### src/rtl/tsr_map.svh
/*
  Constants of the temperature readout block: timing, frame layout, reset values.
  Assumes a 125 MHz block clock; included by bare name before the package.
*/
`ifndef TSR_MAP_SVH
`define TSR_MAP_SVH

// clock rate in MHz
`define TSR_CLK_MHZ 125

// sequencer times in microseconds, as specified
`define TSR_IDLE_US 350
`define TSR_CONV_US 25

// derived cycle counts (exact integers at 125 MHz)
`define TSR_IDLE_CYCLES (`TSR_IDLE_US * `TSR_CLK_MHZ)
`define TSR_CONV_CYCLES (`TSR_CONV_US * `TSR_CLK_MHZ)

// serial frame layout
`define TSR_FRAME_BITS 16
`define TSR_SHIFT_FALLS 5'h0f
`define TSR_LOAD_FALL 5'h0e
`define TSR_LOAD_RISES 5'h0e
`define TSR_RISE_MAX 5'h10
`define TSR_RX_PD_POS 11
`define TSR_CTRL_PD_BIT 13

// reset values
`define TSR_RESULT_RST 10'h000
`define TSR_CTRL_RST 16'h0000
`define TSR_TIMER_RST 16'h0000

`endif

### src/rtl/tsr_pkg.sv
/*
  Types of the temperature readout block: sequencer states and the state record.
  Assumes tsr_map.svh is compiled first where constants are needed.
*/
package tsr_pkg;

  typedef enum logic [1:0] {
    SEQ_OFF = 2'b00,
    SEQ_WAIT = 2'b01,
    SEQ_CONV = 2'b10
  } tsr_seq_t;

  typedef struct packed {
    tsr_seq_t seq;
    logic [15:0] timer;
    logic lockout;
    logic shutdown;
    logic [9:0] result;
    logic [15:0] ctrl;
    logic sclkPrev;
    logic csActPrev;
    logic [15:0] txShift;
    logic [14:0] rxShift;
    logic [4:0] falls;
    logic [4:0] rises;
    logic dout;
    logic doutOe;
    logic convActive;
    logic oscRun;
  } tsr_state_t;

endpackage : tsr_pkg

### src/rtl/tsr_sync.sv
/*
  Two-flop synchroniser for a group of asynchronous levels.
  Assumes inputs may change at any time relative to clk.
*/
`timescale 1ns/1ps

module tsr_sync #(
  parameter int WIDTH = 1,
  parameter logic [WIDTH-1:0] RESET_VAL = '0
) (
  // clock and reset
  input wire logic clk,
  input wire logic reset_n,
  // levels
  input wire logic [WIDTH-1:0] asyncIn,
  output logic [WIDTH-1:0] syncOut
);

  logic [WIDTH-1:0] stage1_r;

  always_ff @(posedge clk or negedge reset_n) begin
    if (!reset_n) begin
      stage1_r <= RESET_VAL;
      syncOut <= RESET_VAL;
    end else begin
      stage1_r <= asyncIn;
      syncOut <= stage1_r;
    end
  end

endmodule : tsr_sync

### src/rtl/tsr_top.sv
/*
  Digital core of a self-timed temperature sensor with a slave serial port:
  conversion sequencer, result register, lockout, shutdown, control register.
  Assumes the analog converter delivers a settled 10-bit code on adcData by
  the end of each conversion window, and that the serial pins are asynchronous.
*/
`timescale 1ns/1ps
`include "tsr_map.svh"

//////////////////////////////////////////////////////////////////////////////
// Functional notes
// - Auto-start a conversion when the 350 us idle timer expires in normal mode.
// - Each conversion lasts 25 us, then the converter powers down until next expiry or frame end.
// - Latest completed result is always available for serial readout.
// - Serial access overlapping a conversion sets a lockout blocking its result update.
// - Lockout clears only at next conversion start; stays set if selected then.
// - Shutdown stops the oscillator; no conversions until shutdown is left.
// - In shutdown the last result before shutdown is still read out.
// - End of each serial frame outside shutdown restarts the oscillator for a fresh conversion.
// - Leaving shutdown restarts the oscillator and a conversion.
// - Reads before a pending conversion completes return the previous whole result.
// - Result is 10-bit two's complement, 0.25 degree per step.
// - With the data input tied low the port still reads, never powers down.
// - Every frame reads the result; only a frame reaching the fifteenth falling edge writes the control register.
// - Serial clock is ignored while chip select is high.
// - A read is 16 clocks: leading zero then 10 result bits.
// - After the last bit the output holds until deselect, then floats.
// - Serial input is sampled on each of the first 16 rising serial clock edges of a frame.
// - Third received bit is power-down; first two bits are ignored.
// - Control bits load on the fifteenth falling edge; power-down acts then.
// - Deselect before the fifteenth edge leaves control and power state unchanged.
// - Serial output changes on the falling serial clock edge.
// - Result is shifted most significant bit first.
module tsr_top #(
  parameter int IDLE_CYCLES = `TSR_IDLE_CYCLES
) (
  // clock and reset
  input wire logic ref_clk,
  input wire logic reset_n,
  // serial port pins
  input wire logic csN,
  input wire logic sclk,
  input wire logic din,
  output logic dout,
  output logic doutOe,
  // analog converter side
  input wire logic [9:0] adcData,
  output logic convActive,
  output logic oscRun,
  // status
  output logic shutdownMode,
  output logic resultLockout,
  output logic [9:0] temperatureResult,
  output logic [15:0] controlWord
);

  //////////////////////////////////////////////////////////////////////////////
  // constants

  localparam logic [15:0] IDLE_LAST = 16'(IDLE_CYCLES - 1);
  localparam logic [15:0] CONV_LAST = 16'(`TSR_CONV_CYCLES - 1);

  localparam tsr_pkg::tsr_state_t STATE_RST = '{
    seq: tsr_pkg::SEQ_CONV,
    timer: `TSR_TIMER_RST,
    lockout: 1'b0,
    shutdown: 1'b0,
    result: `TSR_RESULT_RST,
    ctrl: `TSR_CTRL_RST,
    sclkPrev: 1'b1,
    csActPrev: 1'b0,
    txShift: 16'h0000,
    rxShift: 15'h0000,
    falls: 5'h00,
    rises: 5'h00,
    dout: 1'b0,
    doutOe: 1'b0,
    convActive: 1'b1,
    oscRun: 1'b1
  };

  //////////////////////////////////////////////////////////////////////////////
  // pin synchronisers

  logic [2:0] pinSync;
  logic csSyncN;
  logic sclkSync;
  logic dinSync;

  tsr_sync #(
    .WIDTH(3),
    .RESET_VAL(3'h6)
  ) u_pin_sync (
    .clk(ref_clk),
    .reset_n(reset_n),
    .asyncIn({csN, sclk, din}),
    .syncOut(pinSync)
  );

  assign csSyncN = pinSync[2];
  assign sclkSync = pinSync[1];
  assign dinSync = pinSync[0];

  //////////////////////////////////////////////////////////////////////////////
  // state

  tsr_pkg::tsr_state_t s_r;
  tsr_pkg::tsr_state_t s_nxt;

  logic csAct;
  logic frameStart;
  logic frameEnd;
  logic sclkRise;
  logic sclkFall;

  assign csAct = ~csSyncN;
  assign frameStart = csAct & ~s_r.csActPrev;
  assign frameEnd = ~csAct & s_r.csActPrev;
  // edges only count while selected
  assign sclkRise = csAct & s_r.csActPrev & sclkSync & ~s_r.sclkPrev;
  assign sclkFall = csAct & s_r.csActPrev & ~sclkSync & s_r.sclkPrev;

  //////////////////////////////////////////////////////////////////////////////
  // next-state logic

  always_comb begin
    logic ctrlLoad;
    logic pdNew;
    ctrlLoad = 1'b0;
    pdNew = s_r.shutdown;
    s_nxt = s_r;
    s_nxt.sclkPrev = sclkSync;
    s_nxt.csActPrev = csAct;

    // serial shifter
    if (frameStart) begin
      // leading zero, result msb first, trailing zeros
      s_nxt.txShift = {1'b0, s_r.result, 5'h00};
      s_nxt.rxShift = 15'h0000;
      s_nxt.falls = 5'h00;
      s_nxt.rises = 5'h00;
      s_nxt.dout = 1'b0;
      s_nxt.doutOe = 1'b1;
    end else if (csAct) begin
      if (sclkRise && s_r.rises < `TSR_RISE_MAX) begin
        s_nxt.rxShift = {s_r.rxShift[13:0], dinSync};
        s_nxt.rises = s_r.rises + 5'h01;
      end
      if (sclkFall) begin
        if (s_r.falls < `TSR_SHIFT_FALLS) begin
          s_nxt.txShift = {s_r.txShift[14:0], 1'b0};
          s_nxt.dout = s_r.txShift[14];
          s_nxt.falls = s_r.falls + 5'h01;
        end
        // last bit is simply held from here on
        if (s_r.falls == `TSR_LOAD_FALL && s_r.rises == `TSR_LOAD_RISES) begin
          ctrlLoad = 1'b1;
        end
      end
    end else begin
      s_nxt.doutOe = 1'b0;
      s_nxt.dout = 1'b0;
    end

    // control register load; first two bits carried but unused
    // idle-high clock: fourteen bits are in at the fifteenth fall
    if (ctrlLoad) begin
      s_nxt.ctrl = {s_r.rxShift[13:0], 2'b00};
      pdNew = s_r.rxShift[`TSR_RX_PD_POS];
      s_nxt.shutdown = pdNew;
    end

    // conversion sequencer
    case (s_r.seq)
      tsr_pkg::SEQ_OFF: begin
        s_nxt.timer = `TSR_TIMER_RST;
      end
      tsr_pkg::SEQ_WAIT: begin
        if (s_r.timer == IDLE_LAST) begin
          s_nxt.seq = tsr_pkg::SEQ_CONV;
          s_nxt.timer = `TSR_TIMER_RST;
          s_nxt.lockout = csAct;
        end else begin
          s_nxt.timer = s_r.timer + 16'h0001;
        end
      end
      tsr_pkg::SEQ_CONV: begin
        if (csAct) begin
          s_nxt.lockout = 1'b1;
        end
        if (s_r.timer == CONV_LAST) begin
          if (!s_r.lockout && !csAct) begin
            s_nxt.result = adcData;
          end
          s_nxt.seq = tsr_pkg::SEQ_WAIT;
          s_nxt.timer = `TSR_TIMER_RST;
        end else begin
          s_nxt.timer = s_r.timer + 16'h0001;
        end
      end
      default: begin
        s_nxt.seq = tsr_pkg::SEQ_OFF;
        s_nxt.timer = `TSR_TIMER_RST;
      end
    endcase

    // frame end or wake-up restarts the oscillator
    if (frameEnd && !s_r.shutdown) begin
      s_nxt.seq = tsr_pkg::SEQ_CONV;
      s_nxt.timer = `TSR_TIMER_RST;
      s_nxt.lockout = 1'b0;
    end
    if (ctrlLoad && pdNew) begin
      s_nxt.seq = tsr_pkg::SEQ_OFF;
      s_nxt.timer = `TSR_TIMER_RST;
    end else if (ctrlLoad && s_r.shutdown) begin
      s_nxt.seq = tsr_pkg::SEQ_CONV;
      s_nxt.timer = `TSR_TIMER_RST;
      s_nxt.lockout = 1'b1;
    end

    s_nxt.convActive = (s_nxt.seq == tsr_pkg::SEQ_CONV);
    s_nxt.oscRun = (s_nxt.seq != tsr_pkg::SEQ_OFF);
  end

  //////////////////////////////////////////////////////////////////////////////
  // state register

  always_ff @(posedge ref_clk or negedge reset_n) begin
    if (!reset_n) begin
      s_r <= STATE_RST;
    end else begin
      s_r <= s_nxt;
    end
  end

  //////////////////////////////////////////////////////////////////////////////
  // outputs

  assign dout = s_r.dout;
  assign doutOe = s_r.doutOe;
  assign convActive = s_r.convActive;
  assign oscRun = s_r.oscRun;
  assign shutdownMode = s_r.shutdown;
  assign resultLockout = s_r.lockout;
  assign temperatureResult = s_r.result;
  assign controlWord = s_r.ctrl;

endmodule : tsr_top

### config.mk
export PLATFORM = sky130hd
export DESIGN_NAME = tsr_top
export DESIGN_NICKNAME = d
export VERILOG_FILES = /design/src/rtl/tsr_pkg.sv /design/src/rtl/tsr_sync.sv /design/src/rtl/tsr_top.sv
export VERILOG_INCLUDE_DIRS = /design/src /design/src/rtl
export SDC_FILE = /design/constraint.sdc
export NUM_CORES = 1
export LEC_CHECK = 0
export BUFFER_PORTS_ARGS = -buffer_cell sky130_fd_sc_hd__buf_2
export CAP_MARGIN = 10
export CORE_AREA = 2 2 131 133
export CTS_BUF_LIST = sky130_fd_sc_hd__clkbuf_2
export CTS_CLUSTER_DIAMETER = 50
export CTS_CLUSTER_SIZE = 8
export DETAILED_ROUTE_END_ITERATION = 12
export DIE_AREA = 0 0 133 135
export GPL_TIMING_DRIVEN = 0
export HOLD_SLACK_MARGIN = 0.08
export PLACE_DENSITY = 0.38
export RECOVER_POWER = 25
export SLEW_MARGIN = 20
export SYNTH_ARGS = -nofsm -noshare
export SYNTH_HDL_FRONTEND = slang
export SYNTH_SLANG_ARGS = --single-unit
### constraint.sdc
create_clock -name ref_clk -period 2.9 [get_ports ref_clk]
set_input_delay 0.29 -clock ref_clk [delete_from_list [all_inputs] [get_ports ref_clk]]
set_output_delay 0.29 -clock ref_clk [all_outputs]
set_load 0.03 [all_outputs]
# Yosys cells after proc, flatten, opt, wreduce, memory -nomap -nowiden
# Cells that the tools add are included.
# classes
bitwise	11
eq_ne	8
order_cmp	2
reduce_logical	20
add_sub_neg	3
mux	30
# op_table
cell	n
15-bit 2-to-1 mux	3
42-bit 2-to-1 mux	1
40-bit 2-to-1 mux	1
19-bit 2-to-1 mux	2
16-bit 2-to-1 mux	2
16-bit one-hot mux with 2 select lines	1
18-bit 2-to-1 mux	1
16-bit by 1-bit adder with 16-bit output, second input constant	1
16-bit by 12-bit equality test with 1-bit output, second input constant	1
16-bit equality test, second input constant	1
5-bit 2-to-1 mux	3
1-bit 2-to-1 mux	12
5-bit by 1-bit adder with 5-bit output, second input constant	2
5-bit by 4-bit equality test with 1-bit output, second input constant	2
2-bit nonzero test	5
1-bit AND	7
1-bit logical AND	6
2-bit one-hot mux with 3 select lines	1
3-bit AND reduction	2
3-bit nonzero test	2
5-bit by 4-bit less-than comparator with 1-bit output, second input constant	1
5-bit less-than comparator, second input constant	1
2-bit equality test, second input constant	2
2-bit 2-to-1 mux	2
other kinds (7)	12
# totals
elab_cells	92
register_bits	95
input_bits	15

# Depth between registers and ports, before layout
# depth
ltp_word	11
depth_mapped	8

# Hierarchy
# A second synthesis with hierarchy kept.
# hier_totals
hier_cells	376
hier_area_um2	4216.5
# modules_own_cells
mod	cells_each	area_each_um2	instances
tsr_top	370	4061.4	1
tsr_sync	6	155.1	1

# Least setup slack after synthesis
# No wires, ideal clock.
# synth_timing
kind	register -> register
startpoint	reg s_r[83] (netlist bit)
endpoint	reg s_r[86] (netlist bit)
slack_ps	769
arrival_time_ps	2012
stages_incl_launch_ff	7
path_buffers	1
setup_time_ps	119
path_cell_list	dfrtp_1 > or4b_4 > or4_4 > a21o_1 > nand3_2 > buf_4 > nor2_1
# synth_rtl
element	line_no	source
start, declared	tsr_top.sv:107	tsr_pkg::tsr_state_t s_r;
start signal, assigned	tsr_top.sv:233	s_r <= s_nxt;

==> impl_metrics.ini <==
[status]
status = finished clean

[synthesis]
async_flop_share_pct = 100.0
syn-cell-area_um2 = 4088
syn_area_per_cell_um2 = 11.55
ys_top_cells_by_area = dfrtp_1, mux2_2, dfstp_2
yosysTopAreaCell = dfrtp_1
yosysMostFrequentCell = dfrtp_1
yosysSeqAreaShare_pct = 55.34
synth-seq-cells = 90
yosysTopAreaCellShare_pct = 50.20
synth_cell_type_count = 48
synthFlopType = dfrtp_1
synth-edff-count = 0
syn_inst = 354
ys_top_cells_by_count = dfrtp_1, nor2_1, buf_4
synth_warnings = 0

[drt]
antenna_left = 0
routedWlPerCell_um = 12.69
first_pass_iters = 4
drt-total-wl_um = 8271
routed.top_layer = met4
dr_wl_met3_um = 348
route.layer.met1.wl_um = 4191
num_vias = 2720
drc_errors = 0
drt_iter0_markers = 118
via_per_inst = 4.172
met2_length_um = 3628

[global_route]
grt_pass1_vias = 2863
antenna_found_initial = 0
grt_use_total_pct = 10.13
grt_pass1_wl_um = 14370
gr-total-overflow = 0
grt_max_degree = 58

[placed_design]
placed_cells = 620
place.gp.congestion = 0.7730
dp_worst_setup_slack_ns = 0.2919
hpwlAfterDp_um = 5697
numPortBuffers = 44

[critical_path]
critPathRequiredTime_ns = 3.45
crit_path_max_incr_delay_ns = 0.42
arrival_ns = 3.03
crit_type = flip-flop to flip-flop
cp_max_fo = 10
start_kind = flip-flop
critPathBufInv = 2
end_kind = flip-flop
path_delay_family = simple AND/OR/NAND/NOR gates
cp_slowest_cell = nor4_2
crit_top_cell = a221oi_1
crit_chain = clkbuf_1 > nand4bb_1 > nor4_2 > buf_2 > a221oi_1 > a221oi_1 > nor2b_1

[floorplan]
ios = 47
die_h_um = 135
initial_utilization_pct = 24.91
core_um2 = 16410
rows = 47
die_area_um2 = 17960
floorplan.die.width_um = 133

[cells_and_area]
antennaDiodeCount = 0
drive_above_1_share_pct = 30.56
nets = 453
area_growth_pct = 20.05
instances_no_fill = 652
num-fill-cells = 1735

[pwr]
total_power_mw = 2.614
p_per_area_nw_per_um2 = 532.8
leakage_nw = 2.303
ir_worst_vdd_v = 0.0002153

[sta]
tightest_slew_ns = 1.442
finalSetupViolCount = 0
setup_slack_ns = 0.4211
relSlewSlack_pct = 3.882
skew_ns = 0.05510
final-max-slew-violation-count = 0
setup-tns-final_ns = 0
rsz0062_at_grt = no
fin_crit_sh_pct = 85.48
layout_min_cycle_time_ns = 2.479
max_freq_mhz = 403.4
hold_violations = 0

[clock_tree]
root_buffer = clkbuf_2
cts.reportedPaths.clkPinSlew_ns = 0.26
post_cts_buffers = 0
htree_levels = 3
cts_sinks = 90
clockBufferDepth = 2
cts_tree = done
holdBufCountCts = 16
cts_resized = 0
clk_latency_ns = 0.61
cts_made_buffers = 9

[run]
cap_violations = 0

[worst_hold_path]
hold_path.class = input port to flip-flop
worst register-to-register path, delay by kind of cell, from the launching register on:
kind	cells	cell delay, ns
AND/OR/NAND/NOR	3	0.87
AO/OA/AOI/OAI	2	0.54
flip-flops	1	0.37
buffers and inverters	2	0.68
area by class of cell:
class / instances / area (um2) / area share, %
Buffer: 39 / 252.7 / 5.150
Clock buffer: 9 / 45.04 / 0.9179
Clock inverter: 7 / 98.84 / 2.014
Inverter: 19 / 71.32 / 1.453
Multi-Input combinational cell: 207 / 1511 / 30.80
Sequential cell: 90 / 2262 / 46.10
Tap cell: 220 / 275.3 / 5.609
Timing Repair Buffer: 61 / 390.4 / 7.955
report_power, final:
part / internal (mW) / switching (mW)
Combinational: 0.170 / 0.266
Sequential: 1.35 / 0.0618
Clock: 0.294 / 0.471
placed cells by master (no fill, tap or decap), types with 10 or more instances in the layout:
master / n
nand2_1: 23
nor2_1: 30
clkbuf_2: 10
o21ai_0: 17
ha_1: 11
a22o_1: 14
dfrtp_1: 82
inv_1: 19
mux2_2: 23
buf_4: 27
buf_2: 46
dlygate4sd3_1: 16
flip-flops by register name, summed over array words and instances (netlist names):
| signal | count |
|---|---|
| dout | 1 |
| u_pin_sync.syncOut | 3 |
| u_pin_sync.stage1_r | 3 |
| convActive | 1 |
| oscRun | 1 |
| s_r | 54 |
| temperatureResult | 10 |
| controlWord | 14 |
| resultLockout | 1 |
| shutdownMode | 1 |
| doutOe | 1 |
path summary, 6_finish.rpt:
path	start	endpoint	slack, ns	depth (start not counted)
max	s_r[45]$_DFF_PN0_	convActive$_DFF_PN1_	0.42	7
min	sclk	u_pin_sync.stage1_r[1]$_DFF_PN1_	0.31	2
max reg2reg	s_r[45]$_DFF_PN0_	convActive$_DFF_PN1_	0.42	7
min reg2reg	u_pin_sync.stage1_r[2]$_DFF_PN1_	u_pin_sync.syncOut[2]$_DFF_PN1_	0.37	0
max in group asynchronous	reset_n	s_r[9]$_DFFE_PN0P_	0.70	4
min in group asynchronous	reset_n	s_r[82]$_DFF_PN0_	0.61	3
layer usage:
| metal | vias to the layer above | GRT usage, % |
|---|---|---|
| met5 | - | 0 |
| met4 | 0 | 3.943 |
| met3 | 7 | 2.703 |
| met2 | 58 | 15.23 |
| met1 | 1307 | 13.95 |
| li1 | 1348 | - |
kinds of logic (layout without fill, tap and decap cells):
kind of cell | Yosys count | in the layout | share of synthesized area, %
simple gates | 96 | 96 | 12.70
flops | 90 | 90 | 55.34
buf+inv | 58 | 135 | 7.928
compound gates | 49 | 49 | 8.387
mux | 32 | 32 | 8.540
xor+xnor | 17 | 17 | 3.643
fa+ha+maj | 11 | 11 | 3.367
other cells | 1 | 2 | 0.09174
metrics by stage:
stage               hold WS, ns  instance area (um2)  util, %
finish                   0.3066                 4907    29.91
global route             0.2638                 4907    29.91
floorplan             -0.005591                 4091        -
global placement         0.3367                 4587    27.96
CTS                      0.2432                 4925    30.02
detailed placement       0.2106                 4621    28.16
Note: power is estimated with default switching activity, not from simulation.
